<file path="src/rtl/pcid_pkg.sv">
/*
 * Package for the configuration identity register bank: offsets, field
 * positions, widths and defaults shared by the bank and its helpers.
 * Assumes an APB slave with 32-bit data and word-aligned registers.
 */
package pcid_pkg;

    // Byte addresses of the identity registers
    localparam logic [7:0] PCID_OFF_ID = 8'h00;        // Device_identifier high, vendor_identifier low
    localparam logic [7:0] PCID_OFF_CLASS_REV = 8'h08; // Class code high, revision low
    localparam logic [7:0] PCID_OFF_SUBSYS = 8'h2c;    // Subsystem_device_identifier high, subsys vendor low
    localparam logic [7:0] PCID_OFF_LINK_STAT = 8'h40; // Link status word
    localparam logic [7:0] PCID_OFF_AER_CAP = 8'h44;   // Error reporting capability bits
    localparam logic [7:0] PCID_OFF_CFG_STAT = 8'h48;  // Build check status

    // Field widths
    localparam int PCID_ID_W = 16;
    localparam int PCID_CLASS_W = 24;
    localparam int PCID_REV_W = 8;
    localparam int PCID_ADDR_W = 8;

    // Field positions
    localparam int PCID_HI_LSB = 16;       // Upper half of an id word
    localparam int PCID_CLASS_LSB = 8;     // Class code above revision
    localparam int PCID_SLOT_CLK_BIT = 12; // Slot clock config in link status
    localparam int PCID_AER_PRES_BIT = 0;  // Error reporting capability present
    localparam int PCID_ECRC_GEN_BIT = 5;  // CRC generation capable
    localparam int PCID_ECRC_CHK_BIT = 7;  // CRC check capable
    localparam int PCID_VID_BAD_BIT = 0;   // Vendor_identifier is all ones
    localparam int PCID_SVID_BAD_BIT = 1;  // Subsystem_vendor_identifier all ones
    localparam int PCID_ECRC_BAD_BIT = 2;  // CRC option without error reporting
    localparam int PCID_CFG_OK_BIT = 3;    // Whole build choice valid

    // Forbidden identifier value
    localparam logic [15:0] PCID_ID_ALL_ONES = 16'hffff;

    // Neutral defaults; values arbitrary
    localparam logic [15:0] PCID_DEF_DEV_ID = 16'h0001;
    localparam logic [15:0] PCID_DEF_VEN_ID = 16'h1234;
    localparam logic [23:0] PCID_DEF_CLASS = 24'h000000;
    localparam logic [7:0] PCID_DEF_REV = 8'h01;
    localparam logic [15:0] PCID_DEF_SUB_ID = 16'h0001;
    localparam logic [15:0] PCID_DEF_SUB_VEN = 16'h1234;

    localparam logic [31:0] PCID_ZERO_WORD = 32'h00000000;

    // Bus answer state
    typedef enum logic [0:0] {
        PCID_IDLE = 1'b0,
        PCID_DONE = 1'b1
    } pcid_state_e;

endpackage : pcid_pkg

</file>
<file path="src/rtl/pcid_regs.sv">
/*
 * Configuration identity register bank: read-only identifiers, slot
 * clock bit and error reporting capability bits behind an APB slave.
 * Assumes one clock, synchronous reset and a well-behaved APB master.
 */
// What this block does
// [RULE1] Device_identifier: 16-bit read-only build value
// [RULE2] Vendor_identifier: 16-bit read-only build value
// [RULE3] All-ones vendor ids are refused as invalid
// [RULE4] Class code: 24-bit read-only build value
// [RULE5] Silicon_revision: 8-bit read-only build value
// [RULE6] Subsystem device_identifier: 16-bit read-only value
// [RULE7] Subsystem_vendor_identifier: 16-bit read-only value
// [RULE8] Common clock option sets slot clock bit
// [RULE9] Error reporting capability only when option chosen
// [RULE10] Option sets CRC check capable bit
// [RULE11] Option sets CRC generation capable bit
// [RULE12] CRC options need error reporting capability
// [RULE13] Writes change nothing; reads return build values
`timescale 1ns/1ns
`default_nettype none
module pcid_regs import pcid_pkg::*; #(
    parameter logic [15:0] DEV_ID = PCID_DEF_DEV_ID,
    parameter logic [15:0] VEN_ID = PCID_DEF_VEN_ID,
    parameter logic [23:0] CLASS_CODE = PCID_DEF_CLASS,
    parameter logic [7:0] REV_ID = PCID_DEF_REV,
    parameter logic [15:0] SUB_ID = PCID_DEF_SUB_ID,
    parameter logic [15:0] SUB_VEN = PCID_DEF_SUB_VEN,
    parameter bit COMMON_CLK = 1'b0,
    parameter bit AER_EN = 1'b1,
    parameter bit ECRC_CHK = 1'b0,
    parameter bit ECRC_GEN = 1'b0
) (
    // Clock, reset, enable
    input wire logic clk,
    input wire logic sys_rst,
    input wire logic clk_en,
    // APB slave
    input wire logic psel,
    input wire logic penable,
    input wire logic pwrite,
    input wire logic [31:0] paddr,
    input wire logic [31:0] pwdata,
    input wire logic [3:0] pstrb,
    output logic [31:0] prdata,
    output logic pready,
    output logic pslverr,
    // Build status
    output logic cfg_invalid
);

    // Build check outputs
    logic vid_bad;
    logic svid_bad;
    logic ecrc_bad;
    logic cfg_ok;

    // Read mux outputs
    logic [31:0] mux_rdata;
    logic mux_hit;

    // Bus answer state
    pcid_state_e state_r;
    logic [31:0] prdata_r;
    logic pready_r;
    logic pslverr_r;
    logic cfg_invalid_r;

    // Words assembled from build values
    logic [31:0] id_word;
    logic [31:0] class_word;
    logic [31:0] subsys_word;
    logic [31:0] link_word;
    logic [31:0] aer_word;
    logic [31:0] stat_word;

    // Capability bits after the implemented gate
    logic aer_present;
    logic ecrc_chk_cap;
    logic ecrc_gen_cap;

    // Access phase seen in idle; answer due next edge
    logic setup_req;

    pcid_cfg_check #(
        .VEN_ID(VEN_ID),
        .SUB_VEN(SUB_VEN),
        .AER_EN(AER_EN),
        .ECRC_CHK(ECRC_CHK),
        .ECRC_GEN(ECRC_GEN)
    ) u_check (
        .vid_bad(vid_bad),
        .svid_bad(svid_bad),
        .ecrc_bad(ecrc_bad),
        .cfg_ok(cfg_ok)
    );

    // Identifier words, vendor in low half as config space lays them out
    assign id_word = {DEV_ID, VEN_ID};                // [RULE1] [RULE2]
    assign class_word = {CLASS_CODE, REV_ID};         // [RULE4] [RULE5]
    assign subsys_word = {SUB_ID, SUB_VEN};           // [RULE6] [RULE7]

    // Slot clock bit sits alone in the link status word
    always_comb begin
        link_word = PCID_ZERO_WORD;
        link_word[PCID_SLOT_CLK_BIT] = COMMON_CLK;    // [RULE8]
    end

    // Capability only exists when chosen; CRC bits cannot outlive it
    assign aer_present = AER_EN;                      // [RULE9]
    assign ecrc_chk_cap = ECRC_CHK && AER_EN;         // [RULE10] [RULE12]
    assign ecrc_gen_cap = ECRC_GEN && AER_EN;         // [RULE11] [RULE12]

    // Absent capability reads all zero
    always_comb begin
        aer_word = PCID_ZERO_WORD;
        aer_word[PCID_AER_PRES_BIT] = aer_present;
        aer_word[PCID_ECRC_CHK_BIT] = ecrc_chk_cap;
        aer_word[PCID_ECRC_GEN_BIT] = ecrc_gen_cap;
    end

    // Build check results visible to software
    always_comb begin
        stat_word = PCID_ZERO_WORD;
        stat_word[PCID_VID_BAD_BIT] = vid_bad;        // [RULE3]
        stat_word[PCID_SVID_BAD_BIT] = svid_bad;      // [RULE3]
        stat_word[PCID_ECRC_BAD_BIT] = ecrc_bad;      // [RULE12]
        stat_word[PCID_CFG_OK_BIT] = cfg_ok;
    end

    pcid_rd_mux u_mux (
        .addr(paddr[PCID_ADDR_W-1:0]),
        .id_word(id_word),
        .class_word(class_word),
        .subsys_word(subsys_word),
        .link_word(link_word),
        .aer_word(aer_word),
        .stat_word(stat_word),
        .rdata(mux_rdata),
        .hit(mux_hit)
    );

    // Access phase whose answer is not yet given
    assign setup_req = psel && penable && (state_r == PCID_IDLE);

    // Answer state: one wait state, then pready for one cycle
    always_ff @(posedge clk) begin
        if (sys_rst) begin
            state_r <= PCID_IDLE;
        end else if (clk_en) begin
            case (state_r)
                PCID_IDLE: begin
                    if (setup_req) begin
                        state_r <= PCID_DONE;
                    end
                end
                PCID_DONE: begin
                    state_r <= PCID_IDLE;
                end
                default: begin
                    state_r <= PCID_IDLE;
                end
            endcase
        end
    end

    // Ready pulse and error flag
    always_ff @(posedge clk) begin
        if (sys_rst) begin
            pready_r <= 1'b0;
            pslverr_r <= 1'b0;
        end else if (clk_en) begin
            pready_r <= setup_req;
            // Unmapped address or any write is an error; nothing stored
            pslverr_r <= setup_req && (!mux_hit || pwrite);  // [RULE13]
        end
    end

    // Read data: build values, zero on writes and unmapped words
    always_ff @(posedge clk) begin
        if (sys_rst) begin
            prdata_r <= PCID_ZERO_WORD;
        end else if (clk_en) begin
            if (setup_req && !pwrite) begin
                prdata_r <= mux_rdata;                // [RULE13]
            end else begin
                prdata_r <= PCID_ZERO_WORD;
            end
        end
    end

    // Invalid build flag, cleared by reset
    always_ff @(posedge clk) begin
        if (sys_rst) begin
            cfg_invalid_r <= 1'b0;
        end else if (clk_en) begin
            cfg_invalid_r <= !cfg_ok;                 // [RULE3] [RULE12]
        end
    end

    assign prdata = prdata_r;
    assign pready = pready_r;
    assign pslverr = pslverr_r;
    assign cfg_invalid = cfg_invalid_r;

    // Write data and strobes are accepted but never stored
    logic unused_wr;
    assign unused_wr = ^{pwdata, pstrb, paddr[31:PCID_ADDR_W]};

    // Device_identifier read back exactly after a read of word zero
    a_dev_id_read: assert property (@(posedge clk) disable iff (sys_rst) // [RULE1]
        (clk_en && setup_req && !pwrite && paddr[PCID_ADDR_W-1:0] == PCID_OFF_ID)
        |=> (prdata[31:PCID_HI_LSB] == DEV_ID) && pready)
        else $error("device_identifier read wrong");

    a_ven_id_read: assert property (@(posedge clk) disable iff (sys_rst) // [RULE2]
        (clk_en && setup_req && !pwrite && paddr[PCID_ADDR_W-1:0] == PCID_OFF_ID)
        |=> prdata[PCID_ID_W-1:0] == VEN_ID)
        else $error("vendor_identifier read wrong");

    a_bad_vid_flag: assert property (@(posedge clk) disable iff (sys_rst) // [RULE3]
        clk_en && (VEN_ID == PCID_ID_ALL_ONES || SUB_VEN == PCID_ID_ALL_ONES)
        |=> cfg_invalid)
        else $error("all ones id not refused");

    a_class_read: assert property (@(posedge clk) disable iff (sys_rst) // [RULE4]
        (clk_en && setup_req && !pwrite && paddr[PCID_ADDR_W-1:0] == PCID_OFF_CLASS_REV)
        |=> prdata[31:PCID_CLASS_LSB] == CLASS_CODE)
        else $error("class code read wrong");

    a_rev_read: assert property (@(posedge clk) disable iff (sys_rst) // [RULE5]
        (clk_en && setup_req && !pwrite && paddr[PCID_ADDR_W-1:0] == PCID_OFF_CLASS_REV)
        |=> prdata[PCID_REV_W-1:0] == REV_ID)
        else $error("revision read wrong");

    a_subsys_read: assert property (@(posedge clk) disable iff (sys_rst) // [RULE6]
        (clk_en && setup_req && !pwrite && paddr[PCID_ADDR_W-1:0] == PCID_OFF_SUBSYS)
        |=> prdata[31:PCID_HI_LSB] == SUB_ID)
        else $error("subsystem_device_identifier read wrong");

    a_subven_read: assert property (@(posedge clk) disable iff (sys_rst) // [RULE7]
        (clk_en && setup_req && !pwrite && paddr[PCID_ADDR_W-1:0] == PCID_OFF_SUBSYS)
        |=> prdata[PCID_ID_W-1:0] == SUB_VEN)
        else $error("subsystem vendor read wrong");

    a_slot_clk_bit: assert property (@(posedge clk) disable iff (sys_rst) // [RULE8]
        (clk_en && setup_req && !pwrite && paddr[PCID_ADDR_W-1:0] == PCID_OFF_LINK_STAT)
        |=> prdata[PCID_SLOT_CLK_BIT] == COMMON_CLK)
        else $error("slot clock bit wrong");

    a_aer_gate: assert property (@(posedge clk) disable iff (sys_rst) // [RULE9]
        (clk_en && setup_req && !pwrite && paddr[PCID_ADDR_W-1:0] == PCID_OFF_AER_CAP)
        |=> (prdata[PCID_AER_PRES_BIT] == AER_EN)
            && (AER_EN || prdata == PCID_ZERO_WORD))
        else $error("error capability gate wrong");

    a_ecrc_bits: assert property (@(posedge clk) disable iff (sys_rst) // [RULE10]
        (clk_en && setup_req && !pwrite && paddr[PCID_ADDR_W-1:0] == PCID_OFF_AER_CAP)
        |=> prdata[PCID_ECRC_CHK_BIT] == (ECRC_CHK && AER_EN)
            && prdata[PCID_ECRC_GEN_BIT] == (ECRC_GEN && AER_EN))
        else $error("crc capable bits wrong");

    a_ecrc_needs: assert property (@(posedge clk) disable iff (sys_rst) // [RULE12]
        clk_en && (ECRC_CHK || ECRC_GEN) && !AER_EN |=> cfg_invalid)
        else $error("crc without error reporting not refused");

    a_write_refused: assert property (@(posedge clk) disable iff (sys_rst) // [RULE13]
        (clk_en && setup_req && pwrite)
        |=> pready && pslverr && prdata == PCID_ZERO_WORD)
        else $error("write not refused");

    a_ready_single: assert property (@(posedge clk) disable iff (sys_rst) // [RULE13]
        pready |=> !pready)
        else $error("ready held two cycles");

    // Every taken access is answered on the next edge
    a_ready_after_take: assert property (@(posedge clk) disable iff (sys_rst) // [RULE13]
        clk_en && setup_req |=> pready)
        else $error("taken access not answered");

    // No answer without a taken access
    a_no_stray_ready: assert property (@(posedge clk) disable iff (sys_rst) // [RULE13]
        clk_en && !setup_req |=> !pready)
        else $error("ready without access");

    // Unmapped words answer with an error and zero data
    a_unmapped_err: assert property (@(posedge clk) disable iff (sys_rst) // [RULE13]
        clk_en && setup_req && !mux_hit |=> pslverr && prdata == PCID_ZERO_WORD)
        else $error("unmapped access not refused");

    // Error flag only ever rides on the ready pulse
    a_err_with_ready: assert property (@(posedge clk) disable iff (sys_rst) // [RULE13]
        pslverr |-> pready)
        else $error("error without ready");

    // Data bus reads zero between answers
    a_rdata_idle: assert property (@(posedge clk) disable iff (sys_rst) // [RULE13]
        !pready |-> prdata == PCID_ZERO_WORD)
        else $error("read data not zero when idle");

    // Enable low freezes every answer register; guards the hold path
    a_enable_freeze: assert property (@(posedge clk) disable iff (sys_rst) // [RULE13]
        !clk_en && !sys_rst |=> $stable(pready) && $stable(pslverr) && $stable(prdata)
            && $stable(cfg_invalid))
        else $error("state moved while enable low");

    // Status word reports the vendor_identifier checks bit for bit
    a_stat_read: assert property (@(posedge clk) disable iff (sys_rst) // [RULE3]
        (clk_en && setup_req && !pwrite && paddr[PCID_ADDR_W-1:0] == PCID_OFF_CFG_STAT)
        |=> prdata[PCID_VID_BAD_BIT] == (VEN_ID == PCID_ID_ALL_ONES)
            && prdata[PCID_SVID_BAD_BIT] == (SUB_VEN == PCID_ID_ALL_ONES))
        else $error("build status word wrong");

    // A legal build never raises the invalid flag
    a_cfg_ok_quiet: assert property (@(posedge clk) disable iff (sys_rst) // [RULE3]
        clk_en && cfg_ok |=> !cfg_invalid)
        else $error("legal build flagged invalid");

    // Reset leaves the bus quiet; not disabled by reset on purpose
    a_reset_quiet: assert property (@(posedge clk) // [RULE13]
        sys_rst |=> !pready && !pslverr && prdata == PCID_ZERO_WORD && !cfg_invalid)
        else $error("outputs not cleared by reset");

endmodule : pcid_regs
`default_nettype wire

</file>
<file path="src/rtl/pcid_cfg_check.sv">
/*
 * Build-choice checker: flags identity and capability options that the
 * bank must refuse. Pure combinational; all inputs are parameters.
 */
`timescale 1ns/1ns
`default_nettype none
module pcid_cfg_check import pcid_pkg::*; #(
    parameter logic [15:0] VEN_ID = PCID_DEF_VEN_ID,
    parameter logic [15:0] SUB_VEN = PCID_DEF_SUB_VEN,
    parameter bit AER_EN = 1'b1,
    parameter bit ECRC_CHK = 1'b0,
    parameter bit ECRC_GEN = 1'b0
) (
    // Check results
    output wire logic vid_bad,
    output wire logic svid_bad,
    output wire logic ecrc_bad,
    output wire logic cfg_ok
);
    // All ones would read as an empty slot to config software
    assign vid_bad = (VEN_ID == PCID_ID_ALL_ONES);           // [RULE3]
    assign svid_bad = (SUB_VEN == PCID_ID_ALL_ONES);         // [RULE3]
    // CRC options need the error reporting capability
    assign ecrc_bad = (ECRC_CHK || ECRC_GEN) && !AER_EN;     // [RULE12]
    assign cfg_ok = !(vid_bad || svid_bad || ecrc_bad);
endmodule : pcid_cfg_check
`default_nettype wire

</file>
<file path="src/rtl/pcid_rd_mux.sv">
/*
 * Read multiplexer: maps an APB byte address to a read-only word.
 * Assumes all word inputs are stable build values or registered status.
 */
`timescale 1ns/1ns
`default_nettype none
module pcid_rd_mux import pcid_pkg::*; (
    // Address in
    input wire logic [PCID_ADDR_W-1:0] addr,
    // Word sources
    input wire logic [31:0] id_word,
    input wire logic [31:0] class_word,
    input wire logic [31:0] subsys_word,
    input wire logic [31:0] link_word,
    input wire logic [31:0] aer_word,
    input wire logic [31:0] stat_word,
    // Result
    output logic [31:0] rdata,
    output logic hit
);
    // Address decode with unmapped words reading zero
    always_comb begin
        hit = 1'b1;
        if (addr == PCID_OFF_ID) begin
            rdata = id_word;
        end else if (addr == PCID_OFF_CLASS_REV) begin
            rdata = class_word;
        end else if (addr == PCID_OFF_SUBSYS) begin
            rdata = subsys_word;
        end else if (addr == PCID_OFF_LINK_STAT) begin
            rdata = link_word;
        end else if (addr == PCID_OFF_AER_CAP) begin
            rdata = aer_word;
        end else if (addr == PCID_OFF_CFG_STAT) begin
            rdata = stat_word;
        end else begin
            rdata = PCID_ZERO_WORD;
            hit = 1'b0;
        end
    end
endmodule : pcid_rd_mux
`default_nettype wire

</file>
<file path="config.mk">
export PLATFORM = sky130hd
export DESIGN_NAME = pcid_regs
export DESIGN_NICKNAME = d
export VERILOG_FILES = /design/src/rtl/pcid_pkg.sv /design/src/rtl/pcid_regs.sv /design/src/rtl/pcid_cfg_check.sv /design/src/rtl/pcid_rd_mux.sv
export SDC_FILE = /design/constraint.sdc
export NUM_CORES = 1
export LEC_CHECK = 0
export ABC_AREA = 1
export BUFFER_PORTS_ARGS = -buffer_cell sky130_fd_sc_hd__buf_2
export CAP_MARGIN = 20
export CORE_MARGIN = 1.5
export CORE_UTILIZATION = 25
export CTS_CLUSTER_DIAMETER = 60
export CTS_CLUSTER_SIZE = 24
export DETAILED_ROUTE_END_ITERATION = 12
export GPL_ROUTABILITY_DRIVEN = 0
export MAX_ROUTING_LAYER = met4
export PLACE_DENSITY_LB_ADDON = 0.08
export SLEW_MARGIN = 20
export SYNTH_ARGS = -nofsm -noshare
export SYNTH_HDL_FRONTEND = slang
export SYNTH_SLANG_ARGS = --single-unit
</file>
<file path="constraint.sdc">
create_clock -name clk -period 1.01 [get_ports clk]
set_input_delay 0.101 -clock clk [delete_from_list [all_inputs] [get_ports clk]]
set_output_delay 0.101 -clock clk [all_outputs]
set_load 0.1 [all_outputs]
</file>
==> metrics.md <==
| Metric | Value |
|---|---|
| Status | completed |
| Cell at the slowest stage of the critical path | sky130_fd_sc_hd__dfxtp_4 |
| Drt pass-1 iters | 4 |
| Slowest Stage Delay on Critical Path | 0.34 ns |
| Arrival time of the worst setup path | 1.18 ns |
| Post-route DRC | 0 |
| Sequential element share of the synthesized area | 0.169 |
| Power per cell area | 1170 nW/µm² |
| Number of global-route vias before repair | 435 |
| Number of max-capacitance violations reported | 0 |
| Clock Pin Slew Worst Setup and Hold Paths | 0.05 ns |
| Port Buffer Count | 23 |
| Warning count from the yosys run | 0 |
| Antenna violations before repair | 0 |
| Total number of vias | 530 |
| Worst min path class | in -> reg |
| CP max FO | 3 |
| Startpoint class of the critical path | flop |
| Placed wire-length estimate | 950 µm |
| Capturing element type of the critical path | flop |
| CP Class | reg -> reg |
| Required arrival time at the worst endpoint | 1.18 ns |
| Avg Inst Size Synth | 6.50 µm² |
| Final-report hold violation count | 0 |
| Die Span X | 51.7 µm |
| Maximum number of pins on one net before global-route repair | 8 |
| Post-route ant nets | 0 |
| CTS sink cnt | 5 |
| Clock latency of the later-clocked register in the worst-skew pair | 0.24 ns |
| Die area | 2670 µm² |
| Maximum clock skew at final layout | 0.00557 ns |
| Routed vias/inst | 3.68 |
| Core ar. | 2230 µm² |
| Per-cell routed wire length | 7.23 µm |
| Crit-path cells | nor2_2 -> inv_1 -> nor2_2 -> inv_2 -> nor2_4 -> nand4_1 -> a21oi_1 |
| Distinct cell type count after synthesis | 16 |
| Final slew viol count | 0 |
| Growth of design area from synthesis to finish | 40.0% |
| Seq. cell area | 111 µm² |
| Layout Nets | 191 |
| Iteration-0 DRC count of the detailed router | 8 |
| Top delay family on crit path | flip-flops |
| Register bit count reported by yosys | 5 |
| Area of the mapped netlist | 592 µm² |
| Final-report setup violation count | 0 |
| Wire length of the first global-routing pass | 1.68 mm |
| IR drop worst, VDD | 0.000573 V |
| CTS tree | yes |
| Area occupied by multi-input gates | 323 µm² |
| Worst setup timing slack at the placement stage | 0.0211 ns |
| Leakage Power | 0.428 nW |
| Total negative setup slack | 0 ns |
| Cell occurring most often along the worst timing path | sky130_fd_sc_hd__nor2_2 |
| Clock root buffer | sky130_fd_sc_hd__clkbuf_4 |
| Height of the die | 51.7 µm |
| Gate Count Post-Synth | 91 |
| Filler Cell Count | 259 |
| I/O Pins | 109 |
| Layout cells sized above 1 | 0.431 |
| CP bufs+invs | 2 |
| Post-route cell area | 828 µm² |
| Post-layout minimum cycle time | 1.01 ns |
| Routed WL | 1.04 mm |
| Global-route congestion overflow total | 0 |
| Number of H-tree levels | 1 |
| Placed standard-cell area | 791 µm² |
| Unrepaired setup endpoints after global routing | yes |
| Smallest setup slack after layout | 0.00478 ns |
| Cell Rows | 17 |
| Number of buffers on the longest clock path | 2 |
| Antenna diode count | 0 |
| Number of buffers created by CTS | 3 |
| Total Routing Usage GR | 0.0885 |
| Hold buffer count at CTS | 0 |
| Highest attainable clock frequency | 995 MHz |
| Tcrit/Tclk final | 0.995 |
| Starting density of the core | 0.265 |
[placed cells by master (no fill, tap or decap), types with 2 or more instances in the layout]
cell / count
sky130_fd_sc_hd__a21oi_1: 4
sky130_fd_sc_hd__nand2_1: 20
sky130_fd_sc_hd__buf_2: 13
sky130_fd_sc_hd__inv_2: 5
sky130_fd_sc_hd__dfxtp_2: 3
sky130_fd_sc_hd__conb_1: 25
sky130_fd_sc_hd__clkbuf_4: 3
sky130_fd_sc_hd__buf_12: 10
sky130_fd_sc_hd__nor2_2: 4
sky130_fd_sc_hd__nand2_2: 2
sky130_fd_sc_hd__dfxtp_4: 2
sky130_fd_sc_hd__buf_4: 4
sky130_fd_sc_hd__nand3_1: 3
sky130_fd_sc_hd__inv_1: 5
sky130_fd_sc_hd__nor2_1: 6
[path summary, 6_finish.rpt]
path | start | endpoint | slack, ns | depth (start not counted)
setup / recovery | state_r | prdata[0] | 0.005 | 7
hold / removal | sys_rst | pslverr | 0.07 | 2
setup reg to reg | state_r | prdata[0] | 0.005 | 7
hold reg to reg | prdata[3] | prdata[3] | 0.48 | 2
[metrics by stage]
step	total power [mW]	std cells	util	hold slack (ns)
after floorplan	0.751	115	-	0.160
after global placement	0.735	139	0.354	0.336
after detailed placement	0.737	139	0.354	0.331
after CTS	0.974	143	0.366	0.0725
after global routing	1.02	144	0.371	0.0785
final	0.972	144	0.371	0.0748
[per-layer routing]
| layer | part of all wire | vias to the layer above | GRT usage |
|---|---|---|---|
| met2 | 0.53 | 31 | 0.162 |
| met4 | 0.014 | 0 | 0.0395 |
| met3 | 0.096 | 2 | 0.0374 |
| li1 | - | 267 | - |
| met5 | 0 | - | - |
| met1 | 0.36 | 230 | 0.0788 |
[cell families after synthesis]
family,Yosys count,synth area share
DFF,5,0.169
buffers and inverters,40,0.444
AOI/OAI and AO/OA,6,0.0550
and+or+nand+nor,39,0.326
other,1,0.00634
[report_power, final]
group | internal [mW] | leakage [nW] | switching [mW]
combinational | 0.0574 | 0.370 | 0.479
sequential | 0.197 | 0.0435 | 0.00271
clock | 0.150 | 0.0150 | 0.0863
total | 0.404 | 0.428 | 0.568
[timing repair]
| item | CTS | global route |
|---|---|---|
| resized for setup | 0 | 1 |
| endpoints found under the setup margin | 1 | 11 |
| pin swaps | 0 | 2 |
| buffers inserted | 0 | 1 |
[cell usage after synthesis]
cell / number / area share
sky130_fd_sc_hd__nor2b_4: 1 / 0.023
sky130_fd_sc_hd__nand4_1: 1 / 0.011
sky130_fd_sc_hd__nand2_4: 1 / 0.019
sky130_fd_sc_hd__nand3_1: 3 / 0.025
sky130_fd_sc_hd__nor2_2: 4 / 0.042
sky130_fd_sc_hd__nand2_2: 2 / 0.021
sky130_fd_sc_hd__nor2_1: 6 / 0.038
sky130_fd_sc_hd__a21oi_1: 5 / 0.042
sky130_fd_sc_hd__nor2_4: 1 / 0.019
sky130_fd_sc_hd__dfxtp_1: 5 / 0.17
sky130_fd_sc_hd__inv_2: 4 / 0.025
sky130_fd_sc_hd__nand2_1: 20 / 0.13
sky130_fd_sc_hd__buf_4: 30 / 0.38
sky130_fd_sc_hd__inv_1: 6 / 0.038
sky130_fd_sc_hd__conb_1: 1 / 0.0063
sky130_fd_sc_hd__o21bai_1: 1 / 0.013
[state kept, by name, summed over array words and instances (netlist names)]
name     count
prdata       3
pslverr      1
state_r      1
[worst register-to-register path: stages, from the launching register on]
cell	delay, ns
sky130_fd_sc_hd__dfxtp_4	0.34
sky130_fd_sc_hd__nor2_2	0.06
sky130_fd_sc_hd__inv_1	0.05
sky130_fd_sc_hd__nor2_2	0.11
sky130_fd_sc_hd__inv_2	0.06
sky130_fd_sc_hd__nor2_4	0.09
sky130_fd_sc_hd__nand4_1	0.08
sky130_fd_sc_hd__a21oi_1	0.13
[cell type report]
type / instances / area share
clock buffer: 4 / 0.0317
timing repair buffer: 27 / 0.356
multi-input combinational: 70 / 0.390
sequential: 5 / 0.134
inverter: 10 / 0.0453
tap: 28 / 0.0423
(Power assumes the default switching activity.)
